File: config.mk
export PLATFORM = sky130hd
export DESIGN_NAME = iwc_top
export DESIGN_NICKNAME = d
export VERILOG_FILES = /design/src/iwc_extint_det.v /design/src/iwc_prio_arb.v /design/src/iwc_top.v
export VERILOG_INCLUDE_DIRS = /design/src
export SDC_FILE = /design/constraint.sdc
export NUM_CORES = 1
export LEC_CHECK = 0
export BUFFER_PORTS_ARGS = -buffer_cell sky130_fd_sc_hd__buf_2
export CORE_MARGIN = 2
export CORE_UTILIZATION = 56
export DETAILED_ROUTE_END_ITERATION = 8
export PLACE_DENSITY = 0.9
export SYNTH_ARGS = -nofsm -noshare
export SYNTH_HDL_FRONTEND = slang
export SYNTH_SLANG_ARGS = --single-unit
File: constraint.sdc
create_clock -name clk -period 2.54 [get_ports clk]
set_input_delay 0.508 -clock clk [delete_from_list [all_inputs] [get_ports clk]]
set_output_delay 0.508 -clock clk [all_outputs]
set_load 0.02 [all_outputs]
File: src/iwc_defs.vh
// constants shared by the interrupt and wake controller files
`ifndef IWC_DEFS_VH
`define IWC_DEFS_VH

// -----------------------------------------------------------------
// sizes
// -----------------------------------------------------------------
`define IWC_NSRC        11
`define IWC_NEXT        8
`define IWC_NLVL        4
`define IWC_LVLW        2
`define IWC_VECW        4

// -----------------------------------------------------------------
// register byte offsets
// -----------------------------------------------------------------
`define IWC_ADDR_REQ    5'h00
`define IWC_ADDR_EN     5'h04
`define IWC_ADDR_PRIO   5'h08
`define IWC_ADDR_EXTCFG 5'h0C
`define IWC_ADDR_PMCTL  5'h10
`define IWC_ADDR_INSVC  5'h14
`define IWC_ADDR_STAT   5'h18
`define IWC_ADDR_MASK   5'h1C

// -----------------------------------------------------------------
// fields and reset values
// -----------------------------------------------------------------
`define IWC_PM_IDLE     0
`define IWC_PM_STOP     1
`define IWC_ST_WIDLE    0
`define IWC_ST_WSTOP    1
`define IWC_STW         2
`define IWC_EN_RST      11'h000
`define IWC_PRIO_RST    22'h000000
`define IWC_CFG_RST     4'h0
`define IWC_MASK_RST    2'h0

// -----------------------------------------------------------------
// external input sensitivity kinds
// -----------------------------------------------------------------
`define IWC_KIND_LOWFALL 2'h0
`define IWC_KIND_RISEFALL 2'h1
`define IWC_KIND_RISE    2'h2

`endif

File: src/iwc_extint_det.v
// one external interrupt input: synchroniser, edge or level detect, flag
`timescale 1ns/1ns
`include "iwc_defs.vh"

module iwc_extint_det #(
    parameter [1:0] KIND = `IWC_KIND_RISE
) (
    input  wire clk,
    input  wire rst_n,
    input  wire pin,
    input  wire sel,
    input  wire clr,
    output wire flag,
    output wire level_mode
);

    reg sync1_r;
    reg sync2_r;
    reg prev_r;
    reg flag_r;
    reg evt;

    // ---------------------------------------------------------------
    // sensitivity decode
    // ---------------------------------------------------------------
    assign level_mode = (KIND == `IWC_KIND_LOWFALL) & sel;

    // event selection per kind
    always @* begin
        case (KIND)
            `IWC_KIND_LOWFALL:  evt = prev_r & ~sync2_r;
            `IWC_KIND_RISEFALL: evt = sel ? (~prev_r & sync2_r)
                                          : (prev_r & ~sync2_r);
            default:            evt = ~prev_r & sync2_r;
        endcase
    end

    // two-stage synchroniser and history, synchronous reset
    always @(posedge clk) begin
        if (!rst_n) begin
            sync1_r <= 1'b1;
            sync2_r <= 1'b1;
            prev_r  <= 1'b1;
            flag_r  <= 1'b0;
        end else begin
            sync1_r <= pin;
            sync2_r <= sync1_r;
            prev_r  <= sync2_r;
            if (evt)
                flag_r <= 1'b1; // set wins over clear
            else if (clr)
                flag_r <= 1'b0;
        end
    end

    // level mode follows the input, edge mode is sticky
    assign flag = level_mode ? ~sync2_r : flag_r;

endmodule

File: src/iwc_prio_arb.v
// priority request arbiter: level then fixed source order
`timescale 1ns/1ns
`include "iwc_defs.vh"

module iwc_prio_arb #(
    parameter NSRC = `IWC_NSRC,
    parameter NLVL = `IWC_NLVL,
    parameter LVLW = `IWC_LVLW,
    parameter VECW = `IWC_VECW
) (
    input  wire [NSRC-1:0]      req,
    input  wire [NSRC*LVLW-1:0] prio,
    input  wire [NLVL-1:0]      insvc,
    output reg                  win,
    output reg  [VECW-1:0]      win_src,
    output reg  [LVLW-1:0]      win_lvl
);

    integer l;
    integer s;
    reg     found;

    // ---------------------------------------------------------------
    // highest level first, lowest source index within a level
    // ---------------------------------------------------------------
    always @* begin
        found   = 1'b0;
        win     = 1'b0;
        win_src = {VECW{1'b0}};
        win_lvl = {LVLW{1'b0}};
        for (l = NLVL - 1; l >= 0; l = l - 1) begin
            // a level at or below one in service cannot preempt
            if (!found && (insvc >> l) == {NLVL{1'b0}}) begin
                for (s = 0; s < NSRC; s = s + 1) begin
                    if (!found && req[s] &&
                        prio[s*LVLW +: LVLW] == l[LVLW-1:0]) begin
                        found   = 1'b1;
                        win     = 1'b1;
                        win_src = s[VECW-1:0];
                        win_lvl = l[LVLW-1:0];
                    end
                end
            end
        end
    end

endmodule

File: src/iwc_top.v
// interrupt and wake controller: flags, enables, arbitration, power modes
//
// Functional notes
// - eleven request sources are ranked into four selectable levels.
// - each source has its own pending flag, readable in one register.
// - a source is forwarded only while its own enable bit is set.
// - eight external inputs are synchronised and edge or level checked.
// - two inputs request on falling edge or while held low, selectable.
// - two inputs request on rising or on falling edge, selectable.
// - four inputs request on rising edge only.
// - idle stops the processor clock while peripheral clocks run.
// - idle ends on any enabled pending request or on reset.
// - stop gates processor and peripheral clocks alike.
// - stop ends on reset or a clockless low level at an enabled level input.
// - all logic is synchronous to the rising edge with synchronous reset.
//
// Chosen here: the register addresses and the Avalon-MM register port.
`timescale 1ns/1ns
`include "iwc_defs.vh"

module iwc_top #(
    parameter NSRC = `IWC_NSRC,
    parameter NEXT = `IWC_NEXT,
    parameter NLVL = `IWC_NLVL,
    parameter LVLW = `IWC_LVLW,
    parameter VECW = `IWC_VECW
) (
    input  wire                 clk,
    input  wire                 rst_n,
    // avalon-mm slave
    input  wire [4:0]           address,
    input  wire                 read,
    input  wire                 write,
    input  wire [31:0]          writedata,
    output reg  [31:0]          readdata,
    output wire                 waitrequest,
    // external interrupt pins
    input  wire [NEXT-1:0]      ext_int,
    // on-chip peripheral requests, same clock
    input  wire [NSRC-NEXT-1:0] periph_req,
    // processor core
    output reg                  cpu_irq,
    output reg  [VECW-1:0]      cpu_irq_vec,
    input  wire                 cpu_irq_ack,
    input  wire                 cpu_irq_ret,
    // clock gating
    output wire                 cpu_clk_en,
    output wire                 periph_clk_en,
    // status interrupt
    output wire                 pm_irq
);

    localparam NPER = NSRC - NEXT;
    localparam ST_RUN  = 2'b00;
    localparam ST_IDLE = 2'b01;
    localparam ST_STOP = 2'b10;

    // ---------------------------------------------------------------
    // state
    // ---------------------------------------------------------------
    reg  [NSRC-1:0]      en_r;
    reg  [NSRC*LVLW-1:0] prio_r;
    reg  [3:0]           cfg_r;
    reg  [1:0]           pm_r;
    reg  [1:0]           pm_nxt;
    reg  [NLVL-1:0]      insvc_r;
    reg  [`IWC_STW-1:0]  stat_r;
    reg  [`IWC_STW-1:0]  mask_r;
    reg                  ack_r;
    reg  [VECW-1:0]      svc_src_r;

    wire [NEXT-1:0]      ext_flag;
    wire [NEXT-1:0]      ext_lvl;
    reg  [NEXT-1:0]      ext_clr;
    wire [NSRC-1:0]      pend;
    wire [NSRC-1:0]      fwd;
    wire                 arb_win;
    wire [VECW-1:0]      arb_src;
    wire [LVLW-1:0]      arb_lvl;
    wire                 acc;
    wire                 wr_go;
    wire                 rd_go;
    wire                 stop_wake;
    wire                 idle_wake;
    reg  [31:0]          rd_mux;
    reg  [NLVL-1:0]      top_lvl;
    wire [NEXT-1:0]      ext_sel;
    wire [NLVL-1:0]      push_lvl;
    integer              i;
    integer              j;

    // ---------------------------------------------------------------
    // external input detectors
    // ---------------------------------------------------------------
    // select bits, zero above the four selectable inputs
    assign ext_sel = {{(NEXT-4){1'b0}}, cfg_r};

    genvar g;
    generate
        for (g = 0; g < NEXT; g = g + 1) begin : g_ext
            // inputs 0-1 low/fall, 2-3 rise/fall, the rest rise only
            iwc_extint_det #(
                .KIND (g < 2 ? `IWC_KIND_LOWFALL :
                       g < 4 ? `IWC_KIND_RISEFALL :
                               `IWC_KIND_RISE)
            ) u_det (
                .clk        (clk),
                .rst_n      (rst_n),
                .pin        (ext_int[g]),
                .sel        (ext_sel[g]),
                .clr        (ext_clr[g]),
                .flag       (ext_flag[g]),
                .level_mode (ext_lvl[g])
            );
        end
    endgenerate

    // pending flags: externals then peripheral levels
    assign pend = {periph_req, ext_flag};
    assign fwd  = pend & en_r;

    // ---------------------------------------------------------------
    // arbitration
    // ---------------------------------------------------------------
    iwc_prio_arb #(
        .NSRC (NSRC),
        .NLVL (NLVL),
        .LVLW (LVLW),
        .VECW (VECW)
    ) u_arb (
        .req     (fwd),
        .prio    (prio_r),
        .insvc   (insvc_r),
        .win     (arb_win),
        .win_src (arb_src),
        .win_lvl (arb_lvl)
    );

    // ---------------------------------------------------------------
    // bus handshake: one wait cycle per access
    // ---------------------------------------------------------------
    assign acc         = read | write;
    assign waitrequest = acc & ~ack_r;
    assign wr_go       = write & ack_r;
    assign rd_go       = read & ack_r;

    // edge flag clears: vectoring or software write-one
    always @* begin
        ext_clr = {NEXT{1'b0}};
        for (i = 0; i < NEXT; i = i + 1) begin
            if (cpu_irq_ack && svc_src_r == i[VECW-1:0])
                ext_clr[i] = 1'b1;
            if (wr_go && address == `IWC_ADDR_REQ && writedata[i])
                ext_clr[i] = 1'b1;
        end
    end

    // highest level now in service, as a one-hot mask
    always @* begin
        top_lvl = {NLVL{1'b0}};
        for (j = 0; j < NLVL; j = j + 1) begin
            if (insvc_r[j])
                top_lvl = {NLVL{1'b0}} | ({{(NLVL-1){1'b0}}, 1'b1} << j);
        end
    end

    // ---------------------------------------------------------------
    // power modes
    // ---------------------------------------------------------------
    // clockless wake: raw pin low on an enabled level-mode input
    assign stop_wake = |(~ext_int[1:0] & ext_lvl[1:0] & en_r[1:0]);
    assign idle_wake = |fwd;

    always @* begin
        pm_nxt = pm_r;
        case (pm_r)
            ST_RUN: begin
                if (wr_go && address == `IWC_ADDR_PMCTL) begin
                    if (writedata[`IWC_PM_STOP])
                        pm_nxt = ST_STOP;
                    else if (writedata[`IWC_PM_IDLE])
                        pm_nxt = ST_IDLE;
                end
            end
            ST_IDLE: begin
                if (idle_wake)
                    pm_nxt = ST_RUN;
            end
            ST_STOP: begin
                if (stop_wake)
                    pm_nxt = ST_RUN;
            end
            default: pm_nxt = ST_RUN;
        endcase
    end

    // idle halts the core only; stop halts both unless waking
    assign cpu_clk_en    = (pm_r == ST_RUN) | (pm_r == ST_STOP & stop_wake);
    assign periph_clk_en = (pm_r != ST_STOP) | stop_wake;

    // ---------------------------------------------------------------
    // read mux
    // ---------------------------------------------------------------
    always @* begin
        rd_mux = 32'h00000000;
        if (address == `IWC_ADDR_REQ)
            rd_mux[NSRC-1:0] = pend;
        else if (address == `IWC_ADDR_EN)
            rd_mux[NSRC-1:0] = en_r;
        else if (address == `IWC_ADDR_PRIO)
            rd_mux[NSRC*LVLW-1:0] = prio_r;
        else if (address == `IWC_ADDR_EXTCFG)
            rd_mux[3:0] = cfg_r;
        else if (address == `IWC_ADDR_PMCTL)
            rd_mux[1:0] = pm_r;
        else if (address == `IWC_ADDR_INSVC)
            rd_mux[NLVL-1:0] = insvc_r;
        else if (address == `IWC_ADDR_STAT)
            rd_mux[`IWC_STW-1:0] = stat_r;
        else if (address == `IWC_ADDR_MASK)
            rd_mux[`IWC_STW-1:0] = mask_r;
    end

    assign pm_irq = |(stat_r & mask_r);

    // ---------------------------------------------------------------
    // bus and configuration registers, synchronous reset
    // ---------------------------------------------------------------
    always @(posedge clk) begin
        if (!rst_n) begin
            ack_r    <= 1'b0;
            readdata <= 32'h00000000;
            en_r     <= `IWC_EN_RST;
            prio_r   <= `IWC_PRIO_RST;
            cfg_r    <= `IWC_CFG_RST;
            mask_r   <= `IWC_MASK_RST;
        end else begin
            // one wait cycle, read data captured while waiting
            ack_r <= acc & ~ack_r;
            if (acc && !ack_r)
                readdata <= rd_mux;
            // writes land at the edge that ends the cycle after the wait cycle
            if (wr_go) begin
                if (address == `IWC_ADDR_EN)
                    en_r <= writedata[NSRC-1:0];
                else if (address == `IWC_ADDR_PRIO)
                    prio_r <= writedata[NSRC*LVLW-1:0];
                else if (address == `IWC_ADDR_EXTCFG)
                    cfg_r <= writedata[3:0];
                else if (address == `IWC_ADDR_MASK)
                    mask_r <= writedata[`IWC_STW-1:0];
            end
        end
    end

    // ---------------------------------------------------------------
    // power mode and wake status
    // ---------------------------------------------------------------
    always @(posedge clk) begin
        if (!rst_n) begin
            pm_r   <= ST_RUN;
            stat_r <= {`IWC_STW{1'b0}};
        end else begin
            pm_r <= pm_nxt;
            // wake events: set wins over the read clear
            stat_r <= (rd_go && address == `IWC_ADDR_STAT) ?
                      {`IWC_STW{1'b0}} : stat_r;
            if (pm_r == ST_IDLE && idle_wake)
                stat_r[`IWC_ST_WIDLE] <= 1'b1;
            if (pm_r == ST_STOP && stop_wake)
                stat_r[`IWC_ST_WSTOP] <= 1'b1;
        end
    end

    // ---------------------------------------------------------------
    // core request and in-service levels
    // ---------------------------------------------------------------
    // one-hot level of the source being vectored
    assign push_lvl = {{(NLVL-1){1'b0}}, 1'b1}
                      << prio_r[svc_src_r*LVLW +: LVLW];

    always @(posedge clk) begin
        if (!rst_n) begin
            cpu_irq     <= 1'b0;
            cpu_irq_vec <= {VECW{1'b0}};
            svc_src_r   <= {VECW{1'b0}};
            insvc_r     <= {NLVL{1'b0}};
        end else begin
            // request to the core, held stable while raised
            if (!cpu_irq || cpu_irq_ack) begin
                cpu_irq     <= arb_win & ~cpu_irq_ack;
                cpu_irq_vec <= arb_src;
                svc_src_r   <= arb_src;
            end
            // in-service levels: set at vectoring, pop at return
            if (cpu_irq && cpu_irq_ack)
                insvc_r <= (insvc_r & ~(cpu_irq_ret ? top_lvl
                                                    : {NLVL{1'b0}}))
                         | push_lvl;
            else if (cpu_irq_ret)
                insvc_r <= insvc_r & ~top_lvl;
        end
    end

endmodule

==> results.sh <==
export IMPL_outcome="completed"
export IMPL_use_met3_pct=4.88
export IMPL_netlist_area_mm2=0.00547
export IMPL_avgViaCountPerCell=6.24
export IMPL_gp_congestion=1.02
export IMPL_p_int_uw=2160
export IMPL_relSlewSlack_pct=43.8
export IMPL_dieArea_mm2=0.0106
export IMPL_fmax_mhz=423
export IMPL_setup_viol=0
export IMPL_ys_warn_count=0
export IMPL_rsz0062_at_grt="no"
export IMPL_min_period_over_period_pct=93.1
export IMPL_synthXorXnorAreaFrac_pct=0
export IMPL_crit_path_start="cfg_r[0]$_SDFFE_PN0P_"
export IMPL_seq_area_frac_synth_pct=39.2
export IMPL_post_cts_buffers=0
export IMPL_use_met2_pct=51.5
export IMPL_synth_adder_area_share_pct=0
export IMPL_routed_wl_um=16900
export IMPL_antenna_left=0
export IMPL_fin_skew_ns=0.0125
export IMPL_antenna_cells=0
export IMPL_synth_top_family_by_area="simple AND/OR/NAND/NOR gates"
export IMPL_p_sw_uw=784
export IMPL_cts_buffers=9
export IMPL_clockPowerShare_pct=33.1
export IMPL_num_fill_cells=843
export IMPL_ys_top_cells_by_area="dfxtp_1 39%, nand2_1 7.0%, a21oi_1 5.5%, nor2_1 4.0%, nand2b_1 3.5%"
export IMPL_period_needed_ns=2.37
export IMPL_worst_slew_pin_slew_ns=0.841
export IMPL_hold_path_class="in2reg"
export IMPL_layout_nets=797
export IMPL_arrival_ns=2.67
export IMPL_core_area_mm2=0.00964
export IMPL_first_global_vias=4843
export IMPL_clkSinkCount=107
export IMPL_cts_tree="yes"
export IMPL_ys_async_sr_fraction_pct=0
export IMPL_drt_initial_drc_count=681
export IMPL_ios=95
export IMPL_grt_max_degree=47
export IMPL_ir_drop_uv=407
export IMPL_die_y_um=103
export IMPL_io_buffers=74
export IMPL_syn_inst=665
export IMPL_combPwrFrac_pct=7.9
export IMPL_power_density_mw_per_mm2=471
export IMPL_clkLatencyLatePin_ns=0.38
export IMPL_synth_main_ff_cell="dfxtp_1"
export IMPL_crit_required_ns=2.85
export IMPL_yosysTopAreaCellShare_pct=39.2
export IMPL_clockBufferDepth=2
export IMPL_path_clk_slew_ns=0.10
export IMPL_p_sw_share_pct=26.7
export IMPL_critPathCaptureType="flop"
export IMPL_critical_path_peak_fanout=5
export IMPL_p_leak_uw=0.00242
export IMPL_area_growth_pct=14.2
export IMPL_htreeDepth=3
export IMPL_grt_use_total_pct=32.3
export IMPL_start_util_pct=56.7
export IMPL_synth_area_mux_share_pct=3.53
export IMPL_antenna_found_initial=0
export IMPL_fp_dieW_um=103
export IMPL_crit_type="reg2reg"
export IMPL_grt_pass1_wl_um=26000
export IMPL_syn_area_per_cell_um2=8.22
export IMPL_fin_util_pct=64.8
export IMPL_synth_top_area_cell="dfxtp_1"
export IMPL_overflow=0
export IMPL_grt_busiest_layer="met2"
export IMPL_met1_usage_pct=43.5
export IMPL_p_seq_share_pct=59.0
export IMPL_slew_viol_final=0
export IMPL_ctsResizeCount=0
export IMPL_vias=5488
export IMPL_synth_simple_area_share_pct=32.0
export IMPL_tns_ns=0
export IMPL_hold_buffers=0
export IMPL_place_hpwl_um=12800
export IMPL_drc_errors=0
export IMPL_worstSetupStartpointType="flop"
export IMPL_root_buffer="clkbuf_8"
export IMPL_drive_gt1_share_pct=20.1
export IMPL_drv_cap=0
export IMPL_firstDrtPassIters=8
export IMPL_timing_rr_start="cfg_r[0]$_SDFFE_PN0P_"
export IMPL_finalHoldViolations=0
export IMPL_hold_start="ext_int[4]"
export IMPL_yosysUniqueCellTypes=74
export IMPL_num_rows=36
export IMPL_synth_seq_cells=107
export IMPL_wire_per_inst_um=19.2
export IMPL_synth_edf_count=0
export IMPL_synth_compound_area_share_pct=20.4
flip-flops by register name, summed over array words and instances (netlist names):
signal and flops:
ack_r 1, cfg_r 4, cpu_irq 1, en_r 11, g_ext.u_det.flag 6, g_ext.u_det.flag_r 2
g_ext.u_det.prev_r 8, g_ext.u_det.sync1_r 8, g_ext.u_det.sync2_r 8, insvc_r 4, mask_r 2, pm_r 2
prio_r 22, readdata 22, stat_r 2, svc_src_r 4
cells by family (layout without fill, tap and decap cells):
kind of cell	count (synthesis)	after routing
and+or+nand+nor	315	315
AOI/OAI and AO/OA	169	169
DFF	107	107
buffers and inverters	59	132
muxes	14	14
other	1	10
worst paths after layout:
check / slack [ns] / cells after the start / endpoint
worst min-delay path: 0.30 / 2 / g_ext[4].u_det.sync1_r$_SDFF_PN1_
worst max-delay path: 0.17 / 7 / svc_src_r[3]$_SDFFE_PN0P_
worst max register to register: 0.17 / 7 / svc_src_r[3]$_SDFFE_PN0P_
worst min register to register: 0.41 / 1 / g_ext[5].u_det.sync2_r$_SDFF_PN1_
layout by cell type, fill, tap and decap left out, types with 8 or more instances in the layout:
cell type,n
buf_4,28
a211oi_1,9
nand4_1,8
nand2b_1,31
a31oi_1,10
dfxtp_1,107
a22oi_1,16
conb_1,10
nand2_1,102
clkbuf_8,9
a21oi_1,60
nand4b_1,13
o21ai_0,21
buf_2,74
nor3_1,14
inv_1,13
nor2b_1,9
mux2i_1,8
a222oi_1,8
nand3_1,23
nor2_1,58
power groups by stage:
stage	combinational, µW	sequential [µW]	clock, µW
global placement	223	1770	0
detailed placement	229	1780	0
global route	253	1740	1060
finish	232	1740	972
floorplan	127	1790	0
CTS	230	1740	989
critical path, stage by stage, from the launching register on:
cell and delay, ns:
dfxtp_1 0.46, nor2b_1 0.13, o2111a_2 0.31, nor4b_4 0.39, nand4b_2 0.21, nand4bb_4 0.26
or3b_1 0.38, a31oi_1 0.16
routing by layer:
metal  share of wire [%]  routed length [µm]  vias to the layer above
met5                   0                   0                        -
met3                 8.6                1450                       41
li1                    -                   -                     2558
met4                 3.9                 664                        0
met2                  47                7880                      293
met1                  41                6910                     2596
per-stage QoR:
| stage | setup slack (ns) | hold WS, ns | cell area (µm²) | std cells | total power [µW] |
|---|---|---|---|---|---|
| finish | 0.174 | 0.303 | 6240 | 880 | 2940 |
| global route | 0.0299 | 0.290 | 6240 | 880 | 3050 |
| CTS | 0.186 | 0.291 | 6230 | 880 | 2960 |
| detailed placement | 0.0571 | 0.400 | 6060 | 865 | 2010 |
| global placement | 0.0470 | 0.393 | 6060 | 865 | 2000 |
| floorplan | 0.410 | 0.386 | 5500 | 674 | 1910 |
synthesized netlist by cell type (4+ instances only):
library cell	count
nand3_1	23
a211oi_1	9
o21ai_0	21
buf_1	4
and4_1	4
nand2_1	102
o211ai_1	7
nor3_1	14
mux4_2	4
nand4b_1	13
o311ai_0	4
inv_1	14
and3_1	5
buf_4	10
nor2_1	58
a22oi_1	16
dfxtp_1	107
o31ai_1	4
mux2i_1	8
clkbuf_1	30
a2bb2oi_1	4
nand3b_1	4
nand4_1	8
nand2b_1	31
a21oi_1	60
or2_2	4
nor2b_1	9
a31oi_1	10
and4b_1	5
a222oi_1	8
layout make-up:
cell class              instances  area [µm²]  area share, %
clock buffers                   9         124           1.98
clock inverters                 6        51.3          0.822
inverters                      14        52.6          0.842
multi-input cells             508        3110           49.7
flip-flops and latches        107        2140           34.3
well taps                     133         166           2.67
repair buffers                103         601           9.62
(Power assumes the default switching activity.)
